$ cat config.mk
export PLATFORM = sky130hd
export DESIGN_NAME = lcir_top
export DESIGN_NICKNAME = d
export VERILOG_FILES = /design/src/hdl/lcir_pkg.sv /design/src/hdl/lcir_top.sv
export SDC_FILE = /design/constraint.sdc
export NUM_CORES = 1
export LEC_CHECK = 0
export ABC_AREA = 1
export BUFFER_PORTS_ARGS = -buffer_cell sky130_fd_sc_hd__buf_2
export CORE_MARGIN = 1
export CORE_UTILIZATION = 54
export DETAILED_ROUTE_END_ITERATION = 10
export HOLD_SLACK_MARGIN = 0.03
export PLACE_DENSITY = 0.89
export SLEW_MARGIN = 30
export SYNTH_ARGS = -nofsm -noshare
export SYNTH_HDL_FRONTEND = slang
export SYNTH_SLANG_ARGS = --single-unit
$ cat constraint.sdc
create_clock -name pclk -period 2.55 [get_ports pclk]
set_input_delay 0.51 -clock pclk [delete_from_list [all_inputs] [get_ports pclk]]
set_output_delay 0.51 -clock pclk [all_outputs]
set_load 0.005 [all_outputs]
$ cat src/hdl/lcir_pkg.sv
// Purpose: shared constants for the logic cell input routing block
// Assumes: apb byte addresses are four times the register index
// Notes:   all configuration registers reset to zero
`default_nettype none
package lcir_pkg;
  // register indices as printed, byte address is index times four
  localparam logic [15:0] IDX_CTRL_LO = 16'h0470;
  localparam logic [15:0] IDX_CTRL_HI = 16'h0472;
  localparam logic [15:0] IDX_SEL     = 16'h0474;
  localparam logic [15:0] IDX_EN_LO   = 16'h0478;
  localparam logic [15:0] IDX_EN_HI   = 16'h047A;
  localparam logic [15:0] ADDR_CTRL_LO = {IDX_CTRL_LO[13:0], 2'b00};
  localparam logic [15:0] ADDR_CTRL_HI = {IDX_CTRL_HI[13:0], 2'b00};
  localparam logic [15:0] ADDR_SEL     = {IDX_SEL[13:0], 2'b00};
  localparam logic [15:0] ADDR_EN_LO   = {IDX_EN_LO[13:0], 2'b00};
  localparam logic [15:0] ADDR_EN_HI   = {IDX_EN_HI[13:0], 2'b00};
  // field positions
  localparam int CTRL_EN_BIT  = 15;   // cell_enable
  localparam int CTRL_OUT_BIT = 6;    // cell output status, read only
  localparam logic [15:0] CTRL_LO_MASK = 16'h8007; // writable bits
  localparam logic [15:0] CTRL_HI_MASK = 16'h000F; // gate invert bits
  localparam logic [15:0] SEL_MASK     = 16'h7777; // bits 15,11,7,3 absent
  localparam logic [15:0] REG_RESET    = 16'h0000;
  // cell modes
  typedef enum logic [2:0] {
    LCIR_AND_OR   = 3'b000,
    LCIR_OR_XOR   = 3'b001,
    LCIR_AND4     = 3'b010,
    LCIR_SR_LATCH = 3'b011,
    LCIR_DFF_SR   = 3'b100,
    LCIR_DFF2_R   = 3'b101,
    LCIR_JK_R     = 3'b110,
    LCIR_LATCH_SR = 3'b111
  } lcir_mode_e;
endpackage
`default_nettype wire

$ cat src/hdl/lcir_top.sv
// Purpose: input routing front end and mixing cell of a logic cell
// Assumes: every source input is asynchronous to pclk
// Notes:   apb slave, zero wait states, 16-bit registers in low lanes
//
// Operation
// RQ1 - gate invert bit flips that gate output
// RQ2 - selector one picks pin a, clocks, timers
// RQ3 - selector two picks pin b and peripherals
// RQ4 - selector three picks pin c and peripherals
// RQ5 - selector four picks pin d and peripherals
// RQ6 - selector fields packed in four-bit slots
// RQ7 - true enable feeds source uninverted
// RQ8 - negated enable feeds source inverted
// RQ9 - low enable word holds gates one, two
// RQ10 - both enables clear means no contribution
// RQ11 - high enable word holds gates three, four
// RQ12 - mode selects one of eight cell functions
// RQ13 - disabled cell drives zero output
// RQ14 - gate ORs its enabled terms
// RQ15 - unimplemented selector codes route zero
//
// The APB register port was chosen for this implementation.
`default_nettype none
module lcir_top
  import lcir_pkg::*;
(
  input  wire logic        pclk,
  input  wire logic        presetn,
  input  wire logic        psel,
  input  wire logic        penable,
  input  wire logic        pwrite,
  input  wire logic [15:0] paddr,
  input  wire logic [31:0] pwdata,
  input  wire logic [3:0]  pstrb,
  output logic      [31:0] prdata,
  output logic             pready,
  output logic             pslverr,
  input  wire logic        cell_input_pin_a,
  input  wire logic        cell_input_pin_b,
  input  wire logic        cell_input_pin_c,
  input  wire logic        cell_input_pin_d,
  input  wire logic        peripheral_bus_clock,
  input  wire logic        secondary_oscillator,
  input  wire logic        low_power_rc_clock,
  input  wire logic        reference_clock_out,
  input  wire logic        timer_two_match,
  input  wire logic        timer_three_match,
  input  wire logic        logic_cell_one,
  input  wire logic        comparator_one,
  input  wire logic        comparator_two,
  input  wire logic        comparator_three,
  input  wire logic        serial_two_transmit,
  input  wire logic        serial_two_receive,
  input  wire logic        adc_done,
  input  wire logic        dma_zero_irq,
  input  wire logic        dma_one_irq,
  input  wire logic        compare_output_one,
  input  wire logic        compare_output_two,
  input  wire logic        compare_output_three,
  input  wire logic        spi_two_data_out,
  input  wire logic        spi_two_data_in,
  output logic      [3:0]  gate_out,
  output logic             cell_out
);

  localparam int NEXT = 24;          // number of outside sources

  // configuration registers
  logic [15:0] ctrl_lo_reg;          // cell_enable and mode
  logic [15:0] ctrl_hi_reg;          // gate invert bits
  logic [15:0] sel_reg;              // four source selectors
  logic [15:0] en_lo_reg;            // gate one/two enables
  logic [15:0] en_hi_reg;            // gate three/four enables
  // synchroniser and routed sources
  logic [NEXT-1:0] ext_meta_reg;     // first stage, read by second only
  logic [NEXT-1:0] ext_sync_reg;     // safe copies
  logic [3:0]  src;                  // selected data sources
  logic [3:0]  gate_raw;             // gate terms before inversion
  logic [31:0] gate_en;              // all four gates' enables
  // cell state
  logic        cell_out_reg;
  logic        cell_next;
  logic        g1_prev_reg;          // gate one last cycle, for edges
  logic        g1_rise;
  lcir_mode_e  mode;
  // bus decode
  logic        setup;
  logic        wr_en;
  logic        hit;
  logic [15:0] rd_word;
  logic        s_pin_a, s_pin_b, s_pin_c, s_pin_d, s_pbclk, s_secondary_oscillator;
  logic        s_low_power_rc_clock, s_reference_clock_out, s_tmr2, s_tmr3, s_cell1, s_cmp1, s_cmp2;
  logic        s_cmp3, s_utx, s_urx, s_adc, s_dma0, s_dma1, s_oc1, s_oc2;
  logic        s_oc3, s_sdo, s_sdi;

  // merge a write into a register, honouring the two low byte lanes
  function automatic logic [15:0] merge(input logic [15:0] old,
                                        input logic [31:0] wd,
                                        input logic [3:0]  st,
                                        input logic [15:0] msk);
    logic [15:0] r;
    r = old;
    if (st[0]) begin
      r[7:0] = wd[7:0];
    end
    if (st[1]) begin
      r[15:8] = wd[15:8];
    end
    return r & msk;
  endfunction

  // one gate: OR of enabled true and negated terms
  function automatic logic gate_or(input logic [7:0] en,
                                   input logic [3:0] s);
    logic acc;
    acc = 1'b0;                                   // see RQ10
    for (int k = 0; k < 4; k++) begin
      acc = acc | (en[2*k+1] & s[k]);             // see RQ7
      acc = acc | (en[2*k] & ~s[k]);              // see RQ8
    end
    return acc;                                   // see RQ14
  endfunction

  // decode a byte address to a hit
  function automatic logic is_mapped(input logic [15:0] a);
    return (a == ADDR_CTRL_LO) || (a == ADDR_CTRL_HI) || (a == ADDR_SEL)
        || (a == ADDR_EN_LO) || (a == ADDR_EN_HI);
  endfunction

  assign setup  = psel & ~penable;
  assign wr_en  = psel & penable & pwrite;        // pready is always high
  assign hit    = is_mapped(paddr);
  assign pready = 1'b1;                           // never stretches access
  assign mode   = lcir_mode_e'(ctrl_lo_reg[2:0]);

  // two-flop synchroniser for every outside source
  always_ff @(posedge pclk or negedge presetn) begin
    if (!presetn) begin
      ext_meta_reg <= '0;
      ext_sync_reg <= '0;
    end else begin
      ext_meta_reg <= {cell_input_pin_a, cell_input_pin_b, cell_input_pin_c,
                       cell_input_pin_d, peripheral_bus_clock,
                       secondary_oscillator, low_power_rc_clock,
                       reference_clock_out, timer_two_match,
                       timer_three_match, logic_cell_one, comparator_one,
                       comparator_two, comparator_three, serial_two_transmit,
                       serial_two_receive, adc_done, dma_zero_irq,
                       dma_one_irq, compare_output_one, compare_output_two,
                       compare_output_three, spi_two_data_out,
                       spi_two_data_in};
      ext_sync_reg <= ext_meta_reg;
    end
  end

  assign {s_pin_a, s_pin_b, s_pin_c, s_pin_d, s_pbclk, s_secondary_oscillator, s_low_power_rc_clock,
          s_reference_clock_out, s_tmr2, s_tmr3, s_cell1, s_cmp1, s_cmp2, s_cmp3, s_utx,
          s_urx, s_adc, s_dma0, s_dma1, s_oc1, s_oc2, s_oc3, s_sdo,
          s_sdi} = ext_sync_reg;

  // source selectors; absent codes give zero
  always_comb begin
    case (sel_reg[2:0])                           // see RQ2
      3'h0:    src[0] = s_pin_a;
      3'h1:    src[0] = s_pbclk;
      3'h2:    src[0] = s_secondary_oscillator;
      3'h3:    src[0] = s_low_power_rc_clock;
      3'h4:    src[0] = s_reference_clock_out;
      3'h6:    src[0] = s_tmr2;
      3'h7:    src[0] = s_tmr3;
      default: src[0] = 1'b0;                     // see RQ15
    endcase
    case (sel_reg[6:4])                           // see RQ3
      3'h0:    src[1] = s_pin_b;
      3'h1:    src[1] = s_cell1;
      3'h2:    src[1] = s_cmp1;
      3'h3:    src[1] = s_utx;
      3'h4:    src[1] = s_adc;
      3'h5:    src[1] = s_dma0;
      3'h6:    src[1] = s_oc1;
      default: src[1] = s_oc2;
    endcase
    case (sel_reg[10:8])                          // see RQ4
      3'h0:    src[2] = s_pin_c;
      3'h1:    src[2] = cell_out_reg;             // this cell fed back
      3'h2:    src[2] = s_cmp2;
      3'h3:    src[2] = s_sdo;
      3'h4:    src[2] = s_urx;
      3'h5:    src[2] = s_dma1;
      3'h6:    src[2] = s_oc2;
      default: src[2] = s_oc3;
    endcase
    case (sel_reg[14:12])                         // see RQ5
      3'h0:    src[3] = s_pin_d;
      3'h1:    src[3] = s_cell1;
      3'h2:    src[3] = s_cmp3;
      3'h3:    src[3] = s_sdi;
      3'h6:    src[3] = s_oc1;
      3'h7:    src[3] = s_oc3;
      default: src[3] = 1'b0;                     // see RQ15
    endcase
  end

  // gate one/two from low word, three/four from high word
  assign gate_en = {en_hi_reg, en_lo_reg};        // see RQ9 see RQ11

  genvar g;
  generate
    for (g = 0; g < 4; g++) begin : gen_gate
      assign gate_raw[g] = gate_or(gate_en[8*g+7:8*g], src);
      // inversion reaches both the gate_out port and what the cell sees
      assign gate_out[g] = gate_raw[g] ^ ctrl_hi_reg[g];  // see RQ1
    end
  endgenerate

  // cell function; clocked modes use rising gate one as their clock
  assign g1_rise = gate_out[0] & ~g1_prev_reg;

  always_comb begin
    cell_next = cell_out_reg;
    case (mode)                                   // see RQ12
      LCIR_AND_OR: begin
        cell_next = (gate_out[0] & gate_out[1]) | (gate_out[2] & gate_out[3]);
      end
      LCIR_OR_XOR: begin
        cell_next = (gate_out[0] | gate_out[1]) ^ (gate_out[2] | gate_out[3]);
      end
      LCIR_AND4: begin
        cell_next = &gate_out;
      end
      LCIR_SR_LATCH: begin
        // set wins when both are asserted
        if (gate_out[0] | gate_out[1]) begin
          cell_next = 1'b1;
        end else if (gate_out[2] | gate_out[3]) begin
          cell_next = 1'b0;
        end
      end
      LCIR_DFF_SR: begin
        if (gate_out[3]) begin
          cell_next = 1'b1;
        end else if (gate_out[2]) begin
          cell_next = 1'b0;
        end else if (g1_rise) begin
          cell_next = gate_out[1];
        end
      end
      LCIR_DFF2_R: begin
        if (gate_out[2]) begin
          cell_next = 1'b0;
        end else if (g1_rise) begin
          cell_next = gate_out[1] ^ gate_out[3];
        end
      end
      LCIR_JK_R: begin
        if (gate_out[2]) begin
          cell_next = 1'b0;
        end else if (g1_rise) begin
          case ({gate_out[1], gate_out[3]})
            2'b10:   cell_next = 1'b1;
            2'b01:   cell_next = 1'b0;
            2'b11:   cell_next = ~cell_out_reg;
            default: cell_next = cell_out_reg;
          endcase
        end
      end
      LCIR_LATCH_SR: begin
        if (gate_out[3]) begin
          cell_next = 1'b1;
        end else if (gate_out[2]) begin
          cell_next = 1'b0;
        end else if (gate_out[0]) begin
          cell_next = gate_out[1];                // transparent while open
        end
      end
      default: cell_next = 1'b0;
    endcase
    if (!ctrl_lo_reg[CTRL_EN_BIT]) begin
      cell_next = 1'b0;                           // see RQ13
    end
  end

  // cell state, sampled every pclk; edges slower than pclk only
  always_ff @(posedge pclk or negedge presetn) begin
    if (!presetn) begin
      cell_out_reg <= 1'b0;
      g1_prev_reg  <= 1'b0;
    end else begin
      cell_out_reg <= cell_next;
      g1_prev_reg  <= gate_out[0];
    end
  end

  assign cell_out = cell_out_reg;

  // register writes at the access edge
  always_ff @(posedge pclk or negedge presetn) begin
    if (!presetn) begin
      ctrl_lo_reg <= REG_RESET;
      ctrl_hi_reg <= REG_RESET;
      sel_reg     <= REG_RESET;
      en_lo_reg   <= REG_RESET;
      en_hi_reg   <= REG_RESET;
    end else if (wr_en) begin
      case (paddr)
        ADDR_CTRL_LO: ctrl_lo_reg <= merge(ctrl_lo_reg, pwdata, pstrb, CTRL_LO_MASK);
        ADDR_CTRL_HI: ctrl_hi_reg <= merge(ctrl_hi_reg, pwdata, pstrb, CTRL_HI_MASK);
        ADDR_SEL:     sel_reg     <= merge(sel_reg, pwdata, pstrb, SEL_MASK); // see RQ6
        ADDR_EN_LO:   en_lo_reg   <= merge(en_lo_reg, pwdata, pstrb, 16'hFFFF);
        ADDR_EN_HI:   en_hi_reg   <= merge(en_hi_reg, pwdata, pstrb, 16'hFFFF);
        default:      ;                           // unmapped, ignored
      endcase
    end
  end

  // read mux; status bit shows the live cell output
  always_comb begin
    case (paddr)
      ADDR_CTRL_LO: rd_word = ctrl_lo_reg | (16'(cell_out_reg) << CTRL_OUT_BIT);
      ADDR_CTRL_HI: rd_word = ctrl_hi_reg;
      ADDR_SEL:     rd_word = sel_reg;
      ADDR_EN_LO:   rd_word = en_lo_reg;
      ADDR_EN_HI:   rd_word = en_hi_reg;
      default:      rd_word = REG_RESET;
    endcase
  end

  // read data and error captured in setup, stable through access
  always_ff @(posedge pclk or negedge presetn) begin
    if (!presetn) begin
      prdata  <= 32'h0000_0000;
      pslverr <= 1'b0;
    end else if (setup) begin
      prdata  <= {16'h0000, rd_word};
      pslverr <= ~hit;
    end
  end
endmodule
`default_nettype wire

==> out/summary.json <==
{
  "critical_path": {
    "crit_arrival_ns": 2.26,
    "crit_slowest_cell": "dfrtp_1",
    "critical_path.startpoint_type": "flip-flop",
    "critical_path_required_ns": 2.04,
    "worst_path_largest_cell_delay_ns": 0.39,
    "setup.worst_path.end_class": "primary output",
    "cells_along_the_critical_path": "buf_4, nand2_1, nor2_1, o21ai_4, nand3_1, nand2_2, nor2_2, nand3b_1, nand2_2, inv_2, buf_6, buf_6",
    "critPathMaxFanout": 5,
    "worst-setup-path-type": "reg -> out"
  },
  "logic_synthesis": {
    "cell_type_with_the_largest_total_area_after_synthesis": "dfrtp_1",
    "ys.flop_type": "dfrtp_1",
    "postSynth.asyncResetShare_pct": 100,
    "yosysSeqAreaShare_pct": 55.2,
    "synth_area_in_adders_pct": 0.927,
    "synth_common_cells": "nand2_1, dfrtp_1, inv_1",
    "synth-xor-area-share_pct": 0,
    "yosys.cell_count.top_type": "nand2_1",
    "ys_ff_latch": 119,
    "syn_area_cell_sq_um": 8.81,
    "synth_cell_type_count": 35,
    "ys_warn_count": 0,
    "synth_area_leaders": "dfrtp_1, nand2_1, inv_1",
    "post-synth-top-area-fraction_pct": 55.2,
    "syn-cell-area_sq_mm": 0.00540,
    "count_of_flip_flops_with_a_built_in_enable_after_synthesis": 0,
    "synth_compound_gate_area_share_pct": 10.8,
    "yosys.area_share.simple_pct": 24.2,
    "combinational_family_with_the_most_area_after_synthesis": "simple AND/OR/NAND/NOR gates",
    "post_synth_mux_area_share_pct": 0,
    "netlist_instances": 613
  },
  "detailed_routing": {
    "drtAntennaViolNets": 0,
    "detailedRoute.firstIterationViolations": 441,
    "avgRoutedWirePerCell_um": 15.3,
    "drt_pass1_iterations": 5,
    "drcViolationCount": 0,
    "detail_route.wirelength_um": 13500,
    "routed_via_density": 5.35,
    "vias": 4715
  },
  "floorplan": {
    "die_height_um": 102,
    "pin_count": 120,
    "die-width_um": 102,
    "initial_standard_cell_utilization_of_the_core_pct": 55.5,
    "floorplan.die_area_sq_mm": 0.0104,
    "core_area_sq_mm": 0.00973,
    "rows": 36
  },
  "power": {
    "internal_power_mw": 3.46,
    "switchingPower_mw": 1.06,
    "power_density_mw_per_mm2": 648,
    "switching_fraction_pct": 23.5,
    "ir_worst_vdd_mv": 0.633,
    "seqPwrFrac_pct": 43.1,
    "leakage_nw": 3.39,
    "clkPwrFrac_pct": 52.2,
    "logic_gate_share_of_total_power_pct": 4.7
  },
  "sta": {
    "hold_viol": 0,
    "layout_worst_path_cycle_share_pct": 108,
    "setup_ws_ns": -0.215,
    "clock.fmax_ghz": 0.362,
    "slew_headroom_pct": 61.6,
    "final-max-slew-violation-count": 0,
    "worstMarginPinSlew_ns": 0.575,
    "hold-worst-slack_ns": 0.0940,
    "grt_setup_unrepaired": "yes",
    "final.min_clock_period_ns": 2.77,
    "finalSetupViolCount": 5,
    "clock_skew_ns": 0.00645,
    "setup_total_negative_slack_ns": -0.803
  },
  "cells_and_area": {
    "utilization_pct": 71.7,
    "nNetsFinal": 821,
    "number_of_inserted_filler_cells_in_the_final_layout": 702,
    "diodes": 0,
    "drive_above_1_share_pct": 32.0,
    "layout-area-overhead-vs-synth_pct": 29.3
  },
  "clocking": {
    "insertion_delay_ns": 0.52,
    "tritoncts_buffer_count": 17,
    "clk_path_buf_depth": 2,
    "clock_tree_from_tritoncts": "done",
    "clock-sinks": 119,
    "htreeDepth": 4,
    "clock_tree_root_buffer_cell": "clkbuf_8",
    "path_clk_slew_ns": 0.06
  },
  "global_route": {
    "grt.overflow.total": 0,
    "groute.usage.overall_pct": 27.6,
    "first_global_vias": 4517,
    "grt_first_pass_wirelength_um": 21400,
    "grt_start_max_net_pins": 66,
    "grt_antenna_before_repair": 0
  },
  "placement": {
    "dpl.hpwl_um": 8870,
    "buffer_ports.inserted": 84,
    "gp_congestion": 0.934
  },
  "outcome": {
    "run_status": "complete, but fails checks",
    "violations_in_the_final_reports": "setup timing"
  },
  "hold_path": {
    "min-delay-path-class": "in -> reg"
  },
  "run": {
    "cap_viol_max_count": 0
  }
}
[placed cells by master (no fill, tap or decap), types with 22 or more instances in the layout]
cell	instances
nand2_1	144
dfrtp_1	117
buf_2	80
inv_1	56
o21ai_0	36
o21ai_1	33
nor2_1	29
buf_4	29
nand2_2	22
nand3_1	22
[kinds of logic (layout without fill, tap and decap cells)]
kind of cell	count (synthesis)	count (layout)
AOI/OAI and AO/OA	101	101
other	2	17
adders and majority gates	4	4
buffers and inverters	109	230
DFF	119	119
and+or+nand+nor	278	278
[power groups by stage]
| stage | logic (mW) | clock network [mW] | registers [mW] |
|---|---|---|---|
| after global routing | 0.240 | 2.46 | 1.95 |
| final | 0.210 | 2.36 | 1.95 |
| after floorplan | 0.0862 | 0 | 1.98 |
| after CTS | 0.202 | 2.37 | 1.95 |
| after detailed placement | 0.188 | 0 | 1.98 |
| after global placement | 0.183 | 0 | 1.98 |
[worst max-delay path, delay by kind of cell (launching register included)]
kind,cells,cell delay [ns]
buffers and inverters,4,0.41
flip-flops,1,0.39
AND/OR/NAND/NOR,7,0.81
AO/OA/AOI/OAI,1,0.13
[what timing repair did]
action | CTS | global route
hold buffers | 1 | 0
hold endpoints to repair | 33 | 0
pin swaps | 12 | 24
gates resized for setup | 27 | 35
setup endpoints to repair | 5 | 5
buffers inserted | 14 | 1
[path summary, 6_finish.rpt]
check	from	to	slack, ns	depth (start not counted)
hold / removal	reference_clock_out	ext_meta_reg[16]	0.09	1
setup / recovery	sel_reg[13]	gate_out[1]	-0.22	12
max in group asynchronous	presetn	sel_reg[4]	1.36	3
hold reg to reg	ext_meta_reg[6]	ext_sync_reg[6]	0.35	0
setup reg to reg	sel_reg[12]	cell_out	-0.10	22
min in group asynchronous	presetn	prdata[1]	0.49	2
[through the flow]
step | instance area, sq um | setup WS [ns] | instances | total power, mW
after floorplan | 5450 | 0.265 | 628 | 2.07
after global placement | 6020 | 0.00158 | 834 | 2.16
after detailed placement | 6020 | -0.0339 | 834 | 2.17
after CTS | 6840 | -0.161 | 881 | 4.52
after global routing | 6980 | -0.273 | 882 | 4.65
final | 6980 | -0.215 | 882 | 4.52
[cell type report]
class	instances	area, sq um	area share, %
inverters	80	303	4.34
repair buffers	118	727	10.4
flip-flops and latches	119	2980	42.7
well taps	133	166	2.39
multi-input cells	400	2210	31.6
clock inverters	14	165	2.37
clock buffers	18	428	6.13
[routing by layer]
layer  part of all wire (%)  up-vias  track usage [%]
met4                    2.8        0             12.9
li1                       -     2204                -
met3                    7.7       40             6.91
met2                     49      230             45.0
met5                      0        -                0
met1                     41     2241             34.8
Power figures use the tool's default switching activity.
